`src/fhc_pkg.sv`:
```
/*
   Package for the frontplane handshake control block: register map, field
   positions, reset values, step timing and handshake state codes.
   Assumes a single 40 MHz clock and an 8-bit software register port.
*/
`default_nettype none

package fhc_pkg;

   // ------------------------------------------------------------------
   // Register map
   // ------------------------------------------------------------------
   localparam int           ADDR_W      = 4;
   localparam int           DATA_W      = 8;
   localparam logic [3:0]   OFS_CTRL    = 4'h0;
   localparam logic [3:0]   OFS_STATUS  = 4'h1;
   localparam logic [3:0]   OFS_CNT0    = 4'h2;
   localparam logic [3:0]   OFS_CNT1    = 4'h3;
   localparam logic [3:0]   OFS_CNT2    = 4'h4;
   localparam logic [3:0]   OFS_CFG     = 4'h5;

   // Control register fields
   localparam int           CTRL_FPEN   = 0;
   localparam int           CTRL_OUTM   = 1;
   localparam int           CTRL_DIRHS  = 2;
   localparam int           CTRL_ATTNE  = 3;
   localparam int           CTRL_PENDE  = 4;
   localparam int           CTRL_ZEROE  = 5;
   localparam logic [7:0]   CTRL_RST    = 8'h00;

   // Configuration register fields
   localparam int           CFG_STR_LO  = 0;
   localparam int           CFG_FLT_LO  = 2;
   localparam logic [7:0]   CFG_RST     = 8'h00;

   // Status register fields (bits 0..2 are write-one-to-clear)
   localparam int           ST_ATTN     = 0;
   localparam int           ST_PERIPHERAL_END_INPUT     = 1;
   localparam int           ST_ZERO     = 2;
   localparam int           ST_IRQ      = 3;
   localparam int           ST_ATTNLVL  = 4;
   localparam int           ST_FLAG     = 5;
   localparam int           ST_BURST    = 6;
   localparam int           ST_BUSY     = 7;

   localparam logic [7:0]   CNT_RST     = 8'h00;
   localparam logic [7:0]   CNT_MAX     = 8'hFF;

   // ------------------------------------------------------------------
   // Timing
   // ------------------------------------------------------------------
   localparam int           CLK_PERIOD_NS = 25;
   localparam int           STEP_NS       = 50;
   localparam int           STEP_CYC      = (STEP_NS + CLK_PERIOD_NS - 1) / CLK_PERIOD_NS;
   localparam logic [1:0]   STEP_LAST     = 2'(STEP_CYC - 1);

   // ------------------------------------------------------------------
   // Handshake state machine
   // ------------------------------------------------------------------
   typedef enum logic [2:0]
   {
      HS_IDLE    = 3'b001,
      HS_STROBE  = 3'b010,
      HS_RELEASE = 3'b100
   } fhc_hs_state_e;

endpackage : fhc_pkg

`default_nettype wire

```
`src/fhc_frontplane_ctl.sv`:
```
/*
   Frontplane control of a 16-bit parallel adapter: interrupt request,
   24-bit transfer counter, two handshake state machines, strobe stretcher
   and peripheral flag filter, plus an 8-bit software register port.
   Assumes FIFO status, attention, end and flag inputs are asynchronous,
   and the controller clear input comes from logic on ref_clk.
*/
// Local design decisions: the strobed register port and the placing of the registers.
`timescale 1ns/1ps
`default_nettype none

// Behaviour
// - Interrupt raised once; rearmed only after all active sources have cleared.
// - Attention input raises interrupt directly; a separate flag records it.
// - Peripheral-end and zero-count sources each gated by their own mask bit.
// - Peripheral-end and attention inputs synchronised before interrupt or handshake use.
// - An extra output enables the frontplane data line drivers.
// - Transfer counter is three cascaded 8-bit stages linked by carry.
// - Counter counts up, clears on reset; top carry marks terminal count.
// - All FIFO control inputs except mode bits are synchronised.
// - Strobe combines two never-coincident active-low terms, one per machine.
// - Controller clear idles both machines, strobes and driver enable high, shift and request outputs low.
// - Burst while nine words room or data; below, stop or go single.
// - Strobe assertion delayable 0, 50, 100 or 150 ns via shift taps.
// - On strobe release all stretch stages go high next step.
// - Flag filter offers 0, 50, 100, 150 ns; zero just registers.
// - Differing input sets first stage, then one more per step; output follows the step after the selected stage.
// - Input equal to output clears all filter stages, restarting qualification.
// - Hard reset clears every software-writable control register.
// - One control bit selects both direction and handshake-end options.
module fhc_frontplane_ctl
   import fhc_pkg::*;
(
   input  wire logic                      ref_clk,
   input  wire logic                      rst_n,
   input  wire logic                      ctrlClr_n,
   input  wire logic [fhc_pkg::ADDR_W-1:0] regAddr,
   input  wire logic [fhc_pkg::DATA_W-1:0] regWrData,
   input  wire logic                      regWrStb,
   input  wire logic                      regRdStb,
   output logic      [fhc_pkg::DATA_W-1:0] regRdData,
   input  wire logic                      attentionInput,
   input  wire logic                      peripheralEndInput,
   input  wire logic                      peripheralFlagInput,
   input  wire logic                      fifoHalfFull,
   input  wire logic                      fifoNearLimit,
   input  wire logic                      fifoInputReady,
   input  wire logic                      fifoOutputReady,
   output logic                           irq,
   output logic                           dataDrvEn_n,
   output logic                           outboundStrobeTerm_n,
   output logic                           inboundStrobeTerm_n,
   output logic                           peripheralStrobe_n,
   output logic                           fifoShiftOut,
   output logic                           fifoShiftIn,
   output logic                           burstRequest,
   output logic                           singleRequest,
   output logic                           peripheralDirectionOption,
   output logic                           handshakeEndOption,
   output logic                           termCount
);
   import fhc_pkg::*;

   // ------------------------------------------------------------------
   // Reset release
   // ------------------------------------------------------------------
   logic rstMeta_r;
   logic rstSync_r;

   always_ff @(posedge ref_clk or negedge rst_n)
   begin
      if (!rst_n)
      begin
         rstMeta_r <= 1'b0;
         rstSync_r <= 1'b0;
      end
      else
      begin
         rstMeta_r <= 1'b1;
         rstSync_r <= rstMeta_r;
      end
   end

   // ------------------------------------------------------------------
   // Input synchronisers
   // ------------------------------------------------------------------
   // Order: attention, end, flag, half full, near limit, in ready, out ready
   logic [6:0] asyncIn;
   logic [6:0] syncMeta_r;
   logic [6:0] sync_r;

   assign asyncIn = {fifoOutputReady, fifoInputReady, fifoNearLimit, fifoHalfFull,
                     peripheralFlagInput, peripheralEndInput, attentionInput};

   always_ff @(posedge ref_clk or negedge rstSync_r)
   begin
      if (!rstSync_r)
      begin
         syncMeta_r <= 7'h00;
         sync_r     <= 7'h00;
      end
      else
      begin
         syncMeta_r <= asyncIn;
         sync_r     <= syncMeta_r;
      end
   end

   logic attnS;
   logic pendS;
   logic flagS;
   logic halfS;
   logic nearS;
   logic inRdyS;
   logic outRdyS;

   assign {outRdyS, inRdyS, nearS, halfS, flagS, pendS, attnS} = sync_r;

   // ------------------------------------------------------------------
   // Software registers
   // ------------------------------------------------------------------
   logic [7:0]  ctrl_r;
   logic [7:0]  cfg_r;
   logic [7:0]  cnt0_r;
   logic [7:0]  cnt1_r;
   logic [7:0]  cnt2_r;
   logic        attnFlag_r;
   logic        pendFlag_r;
   logic        zeroFlag_r;
   logic        irq_r;
   logic        flagOut_r;
   logic [2:0]  statusClr;
   logic        burstOk;
   logic        hsBusy;

   function automatic logic hit(input logic stb, input logic [3:0] a, input logic [3:0] ofs);
      hit = stb && (a == ofs);
   endfunction

   assign statusClr = hit(regWrStb, regAddr, OFS_STATUS) ? regWrData[2:0] : 3'h0;

   // Mode bits are used unsynchronised; software idles the handshake first
   always_ff @(posedge ref_clk or negedge rstSync_r)
   begin
      if (!rstSync_r)
      begin
         ctrl_r <= CTRL_RST;
         cfg_r  <= CFG_RST;
      end
      else
      begin
         if (hit(regWrStb, regAddr, OFS_CTRL))
         begin
            ctrl_r <= regWrData;
         end
         if (hit(regWrStb, regAddr, OFS_CFG))
         begin
            cfg_r <= regWrData;
         end
      end
   end

   logic       fpEnable;
   logic       outMode;
   logic [1:0] stretchSel;
   logic [1:0] filterSel;

   assign fpEnable   = ctrl_r[CTRL_FPEN];
   assign outMode    = ctrl_r[CTRL_OUTM];
   assign stretchSel = cfg_r[CFG_STR_LO +: 2];
   assign filterSel  = cfg_r[CFG_FLT_LO +: 2];

   assign peripheralDirectionOption = ctrl_r[CTRL_DIRHS];
   assign handshakeEndOption        = ctrl_r[CTRL_DIRHS];

   always_ff @(posedge ref_clk or negedge rstSync_r)
   begin
      if (!rstSync_r)
      begin
         regRdData <= 8'h00;
      end
      else if (regRdStb)
      begin
         case (regAddr)
            OFS_CTRL:   regRdData <= ctrl_r;
            OFS_CFG:    regRdData <= cfg_r;
            OFS_CNT0:   regRdData <= cnt0_r;
            OFS_CNT1:   regRdData <= cnt1_r;
            OFS_CNT2:   regRdData <= cnt2_r;
            OFS_STATUS: regRdData <= {hsBusy, burstOk, flagOut_r, attnS,
                                      irq_r, zeroFlag_r, pendFlag_r, attnFlag_r};
            default:    regRdData <= 8'h00;
         endcase
      end
      else
      begin
         regRdData <= 8'h00;
      end
   end

   // ------------------------------------------------------------------
   // Step tick for stretcher and filter
   // ------------------------------------------------------------------
   // Each stage advances on this tick so a stage stands for 50 ns
   logic [1:0] stepCnt_r;
   logic       stepTick;

   assign stepTick = (stepCnt_r == STEP_LAST);

   always_ff @(posedge ref_clk or negedge rstSync_r)
   begin
      if (!rstSync_r)
      begin
         stepCnt_r <= 2'h0;
      end
      else
      begin
         stepCnt_r <= stepTick ? 2'h0 : stepCnt_r + 2'h1;
      end
   end

   // ------------------------------------------------------------------
   // Peripheral flag filter
   // ------------------------------------------------------------------
   logic [2:0] fltStage_r;
   logic       fltDone;

   always_comb
   begin
      case (filterSel)
         2'h1:    fltDone = fltStage_r[0];
         2'h2:    fltDone = fltStage_r[1];
         default: fltDone = fltStage_r[2];
      endcase
   end

   always_ff @(posedge ref_clk or negedge rstSync_r)
   begin
      if (!rstSync_r)
      begin
         fltStage_r <= 3'h0;
         flagOut_r  <= 1'b0;
      end
      else if (filterSel == 2'h0)
      begin
         fltStage_r <= 3'h0;
         flagOut_r  <= flagS;
      end
      else if (flagS == flagOut_r)
      begin
         fltStage_r <= 3'h0;
      end
      else if (stepTick)
      begin
         fltStage_r <= {fltStage_r[1:0], 1'b1};
         if (fltDone)
         begin
            flagOut_r <= flagS;
         end
      end
   end

   // ------------------------------------------------------------------
   // Interrupt sources and request
   // ------------------------------------------------------------------
   logic counterCarry;
   logic attnSrc;
   logic pendSrc;
   logic zeroSrc;
   logic anySrc;
   logic irqArm_r;

   always_ff @(posedge ref_clk or negedge rstSync_r)
   begin
      if (!rstSync_r)
      begin
         attnFlag_r <= 1'b0;
         pendFlag_r <= 1'b0;
         zeroFlag_r <= 1'b0;
      end
      else
      begin
         // Set wins over a software clear in the same cycle
         attnFlag_r <= attnS | (attnFlag_r & ~statusClr[ST_ATTN]);
         pendFlag_r <= pendS | (pendFlag_r & ~statusClr[ST_PERIPHERAL_END_INPUT]);
         zeroFlag_r <= counterCarry | (zeroFlag_r & ~statusClr[ST_ZERO]);
      end
   end

   assign attnSrc = attnS & ctrl_r[CTRL_ATTNE];
   assign pendSrc = pendFlag_r & ctrl_r[CTRL_PENDE];
   assign zeroSrc = zeroFlag_r & ctrl_r[CTRL_ZEROE];
   assign anySrc  = attnSrc | pendSrc | zeroSrc;

   always_ff @(posedge ref_clk or negedge rstSync_r)
   begin
      if (!rstSync_r)
      begin
         irq_r    <= 1'b0;
         irqArm_r <= 1'b1;
      end
      else
      begin
         irq_r    <= anySrc & (irq_r | irqArm_r);
         irqArm_r <= ~anySrc;
      end
   end

   assign irq = irq_r;

   // ------------------------------------------------------------------
   // Handshake state machines
   // ------------------------------------------------------------------
   // Output mode uses hsIn_r, which drives fifoShiftOut; input mode uses hsOut_r, which drives fifoShiftIn
   fhc_hs_state_e hsIn_r;
   fhc_hs_state_e hsOut_r;
   logic          hsEnable;
   logic          goIn;
   logic          goOut;
   logic          xferIn;
   logic          xferOut;

   function automatic fhc_hs_state_e hsNext(input fhc_hs_state_e s, input logic go,
                                            input logic flag);
      case (s)
         HS_IDLE:    hsNext = go ? HS_STROBE : HS_IDLE;
         HS_STROBE:  hsNext = flag ? HS_RELEASE : HS_STROBE;
         HS_RELEASE: hsNext = flag ? HS_RELEASE : HS_IDLE;
         default:    hsNext = HS_IDLE;
      endcase
   endfunction

   assign hsEnable = fpEnable & ~zeroFlag_r & ~pendFlag_r;
   assign goIn     = hsEnable & outMode & outRdyS;
   assign goOut    = hsEnable & ~outMode & inRdyS;
   assign xferIn   = (hsIn_r == HS_STROBE) & flagOut_r;
   assign xferOut  = (hsOut_r == HS_STROBE) & flagOut_r;
   assign hsBusy   = (hsIn_r != HS_IDLE) | (hsOut_r != HS_IDLE);

   always_ff @(posedge ref_clk or negedge rstSync_r)
   begin
      if (!rstSync_r)
      begin
         hsIn_r <= HS_IDLE;
      end
      else if (!ctrlClr_n)
      begin
         hsIn_r <= HS_IDLE;
      end
      else
      begin
         hsIn_r <= hsNext(hsIn_r, goIn, flagOut_r);
      end
   end

   always_ff @(posedge ref_clk or negedge rstSync_r)
   begin
      if (!rstSync_r)
      begin
         hsOut_r <= HS_IDLE;
      end
      else if (!ctrlClr_n)
      begin
         hsOut_r <= HS_IDLE;
      end
      else
      begin
         hsOut_r <= hsNext(hsOut_r, goOut, flagOut_r);
      end
   end

   // FIFO shift pulses registered, forced low while clear is held
   logic shiftOut_r;
   logic shiftIn_r;

   always_ff @(posedge ref_clk or negedge rstSync_r)
   begin
      if (!rstSync_r)
      begin
         shiftOut_r <= 1'b0;
         shiftIn_r  <= 1'b0;
      end
      else
      begin
         shiftOut_r <= xferIn & ctrlClr_n;
         shiftIn_r  <= xferOut & ctrlClr_n;
      end
   end

   assign fifoShiftOut = shiftOut_r & ctrlClr_n;
   assign fifoShiftIn  = shiftIn_r & ctrlClr_n;

   // Clear forces both terms high at once, not at the next edge
   assign outboundStrobeTerm_n = ~((hsIn_r == HS_STROBE) & ctrlClr_n);
   assign inboundStrobeTerm_n  = ~((hsOut_r == HS_STROBE) & ctrlClr_n);

   // ------------------------------------------------------------------
   // Strobe stretcher
   // ------------------------------------------------------------------
   // Asserted when either active-low term is asserted; they never overlap
   logic       strobeInt_n;
   logic [2:0] stretch_r;

   assign strobeInt_n = outboundStrobeTerm_n & inboundStrobeTerm_n;

   always_ff @(posedge ref_clk or negedge rstSync_r)
   begin
      if (!rstSync_r)
      begin
         stretch_r <= 3'h7;
      end
      else if (!ctrlClr_n)
      begin
         stretch_r <= 3'h7;
      end
      else if (stepTick)
      begin
         if (strobeInt_n)
         begin
            stretch_r <= 3'h7;
         end
         else
         begin
            stretch_r <= {stretch_r[1:0], strobeInt_n};
         end
      end
   end

   always_comb
   begin
      case (stretchSel)
         2'h0:    peripheralStrobe_n = strobeInt_n;
         2'h1:    peripheralStrobe_n = stretch_r[0] | ~ctrlClr_n;
         2'h2:    peripheralStrobe_n = stretch_r[1] | ~ctrlClr_n;
         default: peripheralStrobe_n = stretch_r[2] | ~ctrlClr_n;
      endcase
   end

   // ------------------------------------------------------------------
   // Burst and single transfer requests
   // ------------------------------------------------------------------
   // Nine words of room (output) or of data (input) keep burst on,
   // leaving an eight-word cushion for the channel to stop in
   logic nineAvail;

   assign nineAvail     = ~nearS | (outMode ? ~halfS : halfS);
   assign burstOk       = nineAvail & ~pendFlag_r;
   assign burstRequest  = burstOk & ctrlClr_n;
   assign singleRequest = ~burstOk & ~outMode & ~pendFlag_r & outRdyS
                          & ctrlClr_n;

   // ------------------------------------------------------------------
   // Transfer counter
   // ------------------------------------------------------------------
   logic xfer;
   logic carry0;
   logic carry1;

   assign xfer         = xferIn | xferOut;
   assign carry0       = xfer & (cnt0_r == CNT_MAX);
   assign carry1       = carry0 & (cnt1_r == CNT_MAX);
   assign counterCarry = carry1 & (cnt2_r == CNT_MAX);
   assign termCount    = zeroFlag_r;

   always_ff @(posedge ref_clk or negedge rstSync_r)
   begin
      if (!rstSync_r)
      begin
         cnt0_r <= CNT_RST;
         cnt1_r <= CNT_RST;
         cnt2_r <= CNT_RST;
      end
      else
      begin
         if (hit(regWrStb, regAddr, OFS_CNT0))
            cnt0_r <= regWrData;
         else if (xfer)
            cnt0_r <= cnt0_r + 8'h01;
         if (hit(regWrStb, regAddr, OFS_CNT1))
            cnt1_r <= regWrData;
         else if (carry0)
            cnt1_r <= cnt1_r + 8'h01;
         if (hit(regWrStb, regAddr, OFS_CNT2))
            cnt2_r <= regWrData;
         else if (carry1)
            cnt2_r <= cnt2_r + 8'h01;
      end
   end

   // ------------------------------------------------------------------
   // Frontplane data driver enable
   // ------------------------------------------------------------------
   // Drivers on only in output mode with the frontplane enabled
   assign dataDrvEn_n = ~(fpEnable & outMode & ctrlClr_n);

endmodule // fhc_frontplane_ctl

`default_nettype wire

```
`config.mk`:
```
export PLATFORM = sky130hd
export DESIGN_NAME = fhc_frontplane_ctl
export DESIGN_NICKNAME = d
export VERILOG_FILES = /design/src/fhc_pkg.sv /design/src/fhc_frontplane_ctl.sv
export SDC_FILE = /design/constraint.sdc
export NUM_CORES = 1
export LEC_CHECK = 0
export ABC_AREA = 1
export BUFFER_PORTS_ARGS = -buffer_cell sky130_fd_sc_hd__buf_2
export CAP_MARGIN = 20
export CORE_MARGIN = 1
export CORE_UTILIZATION = 52
export CTS_CLUSTER_DIAMETER = 100
export DETAILED_ROUTE_END_ITERATION = 8
export PLACE_DENSITY_LB_ADDON = 0.1
export SETUP_SLACK_MARGIN = 0.1
export SLEW_MARGIN = 20
export SYNTH_ARGS = -nofsm -noshare
export SYNTH_HDL_FRONTEND = slang
export SYNTH_SLANG_ARGS = --single-unit
```
`constraint.sdc`:
```
create_clock -name ref_clk -period 3.5 [get_ports ref_clk]
set_input_delay 0.7 -clock ref_clk [delete_from_list [all_inputs] [get_ports ref_clk]]
set_output_delay 0.7 -clock ref_clk [all_outputs]
set_load 0.005 [all_outputs]
```
Word-level counts from Yosys, hierarchy flattened
Cells that the tools add are included.
- output and inout bits: 20
- logic and storage cells: 157
- register bits after elaboration: 86
- reductions and logical operators: 16
- equal/unequal tests: 24
- add/subtract/negate cells: 4
- bitwise logic cells: 59
- muxes and demuxes: 31
- operators with widths (kind ; count):
    8-bit two-way mux ; 7
    8-bit case mux with 6 select lines ; 1
    1-bit AND ; 33
    3-bit two-way mux ; 11
    8-bit by 1-bit adder with 8-bit output (second input constant) ; 3
    8-bit == test (second input constant) ; 3
    3-bit case mux with 3 select lines ; 2
    1-bit inverter ; 14
    1-bit bitwise OR ; 12
    2-bit nonzero test ; 5
    4-bit by 2-bit == test with 1-bit output (second input constant) ; 2
    4-bit by 3-bit == test with 1-bit output (second input constant) ; 2
    2-bit by 1-bit == test with 1-bit output (second input constant) ; 3
    3-bit by 1-bit == test with 1-bit output (second input constant) ; 2
    3-bit by 2-bit == test with 1-bit output (second input constant) ; 2
    3-bit == test (second input constant) ; 2
    1-bit logical AND ; 6
    2-bit two-way mux ; 3
    3-bit by 1-bit inequality test with 1-bit output (second input constant) ; 2
    1-bit two-way mux ; 5
    2-bit == test (second input constant) ; 2
    4-bit by 1-bit == test with 1-bit output (second input constant) ; 1
    2-bit zero test ; 2
    4-bit zero test ; 1
    8 further kinds ; 8

Depth between registers and ports, before layout
- depth after elaboration: 9
- depth in mapped cells: 9
- gate-level depth less buffers: 9

Worst setup path before layout
OpenSTA, ideal clock, no wires.
- kind: input to output
- start: input port ctrlClr_n
- end: output port peripheralStrobe_n
- data arrival time: 1.251 ns
- cell stages on the path: 4
- path buffers: 1
- data required time: 2.800 ns
- setup slack: 1.549 ns
- path through: clkbuf_1 nand2_1 nand2_1 a22oi_1
- word-level cells in the longest chain between the ends: 4
- RTL lines (what ; line ; source):
    from (decl) ; fhc_frontplane_ctl.sv:36 ; input wire logic ctrlClr_n,
    1-bit AND ; fhc_frontplane_ctl.sv:395 ; assign inboundStrobeTerm_n = ~((hsOut_r == HS_STROBE) & ctrlClr_n);
    1-bit inverter ; fhc_frontplane_ctl.sv:395 ;
    net inboundStrobeTerm_n ; fhc_frontplane_ctl.sv:52 ; output logic inboundStrobeTerm_n,
    1-bit AND ; fhc_frontplane_ctl.sv:404 ; assign strobeInt_n = outboundStrobeTerm_n & inboundStrobeTerm_n;
    1-bit case mux with 3 select lines ; fhc_frontplane_ctl.sv:431 ; case (stretchSel)
    to (decl) ; fhc_frontplane_ctl.sv:53 ; output logic peripheralStrobe_n,
The timed path passes the listed nets, and every way through them passes these cells.

Final worst setup path
- start: register hsIn_r[0]
- end: output port peripheralStrobe_n
- word-level cells in the longest chain between the ends: 5
- RTL lines (what ; line ; source):
    from (decl) ; fhc_frontplane_ctl.sv:315 ; fhc_hs_state_e hsIn_r;
    from (signal assigned) ; fhc_frontplane_ctl.sv:352 ; hsIn_r <= hsNext(hsIn_r, goIn, flagOut_r);
    3-bit by 2-bit == test with 1-bit output ; fhc_frontplane_ctl.sv:394 ; assign outboundStrobeTerm_n = ~((hsIn_r == HS_STROBE) & ctrlClr_n);
    1-bit AND ; fhc_frontplane_ctl.sv:394 ;
    1-bit inverter ; fhc_frontplane_ctl.sv:394 ;
    1-bit AND ; fhc_frontplane_ctl.sv:404 ;
    1-bit case mux with 3 select lines ; fhc_frontplane_ctl.sv:431 ;
Every way passes these cells.

==> flow_summary.ini <==
[yosys]
post_synth_edffs = 0
yosys.area_share.xor_xnor_pct = 1.716
yosysWarnings = 0
postSynthNetCount = 629
average_instance_area_after_synthesis_sq_um = 7.709
synth_compound_area_share_pct = 9.041
yosys_register_bits = 86
synthesis.area_sq_um = 4594
yosys-mux-area-fraction_pct = 0
yosysSeqAreaShare_pct = 47.00
synthFlopType = sky130_fd_sc_hd__dfrtp_1
synth_cell_type_count = 35
adder_cell_area_share_of_the_yosys_netlist_pct = 2.451
syn_inst_count = 596
synth-simple-area-share_pct = 31.10
combinational_family_with_the_most_area_after_synthesis = simple AND/OR/NAND/NOR gates
asyncSetResetFlopFracSynth_pct = 100.0

[layout]
final_layout_size_suffix_gt1_share_pct = 15.24
final_common_cell = sky130_fd_sc_hd__nand2_1
most_frequent_cells_in_the_layout = sky130_fd_sc_hd__nand2_1, sky130_fd_sc_hd__nand3_1, sky130_fd_sc_hd__dfrtp_1
layout.nets = 671
fillerInstances = 785
antenna_cells = 0
stdcell_area_sq_um = 5085
postLayoutCoreUtil_pct = 60.67
area_growth_pct = 10.68

[sta]
timing.setup.tns_ns = 0
setup_repair_after_global_routing_missed_its_margin = no
worst_slew_margin_rel_pct = 46.66
max_slew.worst_pin.slew_ns = 0.7978
final-setup-viol-count = 0
post-route-period-util_pct = 68.01
min_period_ns = 2.380
finalClockSkew_ns = 0.009695
maximum_clock_frequency_ghz = 0.4201
timing_max_transition_violations_final = 0
hold_violations = 0
worst_case_setup_margin_in_the_final_layout_ns = 1.120

[outcome]
run_status = complete, no violations

[die]
row_count = 33
core_area_sq_um = 8382
floorplan.io_pins = 44
die_x_microns = 96.00
die_y_microns = 96.00
design.die.area_sq_um = 9215
floorplan.initialDensity_pct = 54.81

[pwr]
vdd_drop_max_uv = 252.5
power_density_nw_per_um2 = 473.9
p_leak_nw = 2.651

[clocking]
cts.root.buffer_cell = sky130_fd_sc_hd__clkbuf_8
cts_resized = 0
cts_post_setup_buffers_inserted = 0
cts_tree = built
clock_tree.buffer_depth = 2
h-tree-depth = 3
cts_made_buffers = 9
clk_latency_ns = 0.38
cts-hold-fix-buffers = 0
clkSlewWorstSetupHoldPaths_ns = 0.10
clock-sinks = 86

[detailed_routing]
final_antenna_net_count = 0
routedWlPerCell_microns = 14.85
detailedRoute.firstIterationViolations = 253
totalWireLength_microns = 11110
route.vias.total = 3964
detail_route.vias_per_cell = 5.299
drt_drc_violations_left = 0
first_pass_iters = 5

[global_routing]
grt_first_pass_wirelength_microns = 18250
gr-usage-all-layers_pct = 26.68
antenna_violations_before_repair = 0
grt_overflow = 0
grt_max_degree = 85
vias_in_the_first_global_route = 3777

[critical_path]
timing.critical_path.from_type = register
critical_path.top_delay_family = flip-flops
crit_fanout = 5
worst_setup_path_end_kind = output pin
rrSetupSlack_ns = 1.69
worst_path_largest_cell_delay_ns = 0.54
wp_data_arrival_ns = 1.68
worst-endpoint-required_ns = 2.80
combined_buffer_and_inverter_count_along_the_critical_path = 3
critical_path_class = register to output pin
cells_along_the_critical_path = inv_1 > nand3_1 > inv_1 > nand2_1 > nand2_1 > a22oi_1 > buf_2
cell_type_of_the_slowest_stage_on_the_worst_timing_path = sky130_fd_sc_hd__dfstp_2

[flow_run]
count_of_maximum_capacitance_violations = 0

[placed_design]
place_area_sq_um = 4858
finalWeightedCongestion = 0.8805
worst_setup_slack_post_dpl_ns = 1.179
port-buffer-count = 43
hpwl_microns = 8057

[hold_path]
hold_path.class = input pin to async pin
[registers in the layout, indices dropped and copies added (netlist names), 3 cells and up]
register,count
cfg_r,8
cnt1_r,8
hsIn_r,3
sync_r,7
cnt2_r,8
syncMeta_r,7
ctrl_r,8
stretch_r,3
regRdData,8
hsOut_r,3
fltStage_r,3
cnt0_r,8
[synth_stat cells (2+ instances only)]
cell / number / area, sq um
sky130_fd_sc_hd__ha_1: 9 / 112.6
sky130_fd_sc_hd__o21ai_0: 38 / 190.2
sky130_fd_sc_hd__nand2_2: 5 / 31.28
sky130_fd_sc_hd__o21ai_1: 5 / 25.02
sky130_fd_sc_hd__o21ai_2: 9 / 78.83
sky130_fd_sc_hd__nor2_4: 7 / 78.83
sky130_fd_sc_hd__nand2_1: 176 / 660.6
sky130_fd_sc_hd__nand4_1: 5 / 31.28
sky130_fd_sc_hd__dfstp_2: 6 / 157.7
sky130_fd_sc_hd__inv_1: 75 / 281.5
sky130_fd_sc_hd__buf_4: 2 / 15.01
sky130_fd_sc_hd__buf_2: 6 / 30.03
sky130_fd_sc_hd__nor2_1: 39 / 146.4
sky130_fd_sc_hd__xnor2_1: 4 / 35.03
sky130_fd_sc_hd__clkbuf_1: 2 / 7.510
sky130_fd_sc_hd__nand3_1: 85 / 425.4
sky130_fd_sc_hd__xor2_1: 5 / 43.79
sky130_fd_sc_hd__nand2_4: 2 / 22.52
sky130_fd_sc_hd__buf_6: 3 / 33.78
sky130_fd_sc_hd__a21oi_1: 12 / 60.06
sky130_fd_sc_hd__nor3_1: 3 / 15.01
sky130_fd_sc_hd__inv_2: 6 / 22.52
sky130_fd_sc_hd__dfrtp_1: 80 / 2002
[metrics by stage]
stage	cells	total power, mW	hold WS (ns)
6_report	748	2.410	0.08687
5_1_grt	748	2.550	0.07399
4_1_cts	747	2.413	0.07267
3_5_place_dp	731	1.703	0.3356
3_3_place_gp	731	1.688	0.3325
2_1_floorplan	596	1.561	0.3312
[power by group]
group	internal, mW	total [mW]	switching [mW]	leakage (nW)
logic	0.173	0.425	0.252	1.47
clock network	0.284	0.715	0.431	0.0990
registers	1.12	1.27	0.152	1.08
[cell type report]
| type | instances | area, sq um | area share (%) |
|---|---|---|---|
| Multi-Input combinational cell | 415 | 2039 | 40.11 |
| Sequential cell | 86 | 2163 | 42.54 |
| Clock inverter | 7 | 75.07 | 1.476 |
| Tap cell | 105 | 131.4 | 2.584 |
| Timing Repair Buffer | 44 | 242.7 | 4.774 |
| Clock buffer | 9 | 123.9 | 2.436 |
| Inverter | 82 | 309.0 | 6.078 |
[layer usage]
metal / track usage, % / share of wire (%) / vias up / wire length [microns]
li1: - / - / 1979 / -
met1: 35.78 / 47 / 1875 / 5211
met2: 43.85 / 47 / 100 / 5226
met3: 3.949 / 4.8 / 10 / 534
met4: 9.826 / 1.2 / 0 / 134
met5: 0 / 0 / - / 0
[cell families (layout without fill, tap and decap cells)]
family          after synthesis  count (layout)
simple gates                324             324
flops                        86              86
compound gates               72              72
buf+inv                      95             142
fa+ha+maj                     9               9
other cells                   1               1
xor+xnor                      9               9
[path summary, 6_finish.rpt]
path | startpoint | endpoint | cells past startpoint
worst max-delay path | hsIn_r[0] | peripheralStrobe_n | 7
worst min-delay path | rst_n | rstSync_r | 1
worst max register to register | cnt0_r[0] | cnt2_r[5] | 7
worst min register to register | rstSync_r | pendFlag_r | 0
max in group asynchronous | rstSync_r | hsOut_r[0] | 1
min in group ref_clk | syncMeta_r[2] | sync_r[2] | 0
No activity file was read; power rests on OpenSTA's default activity.
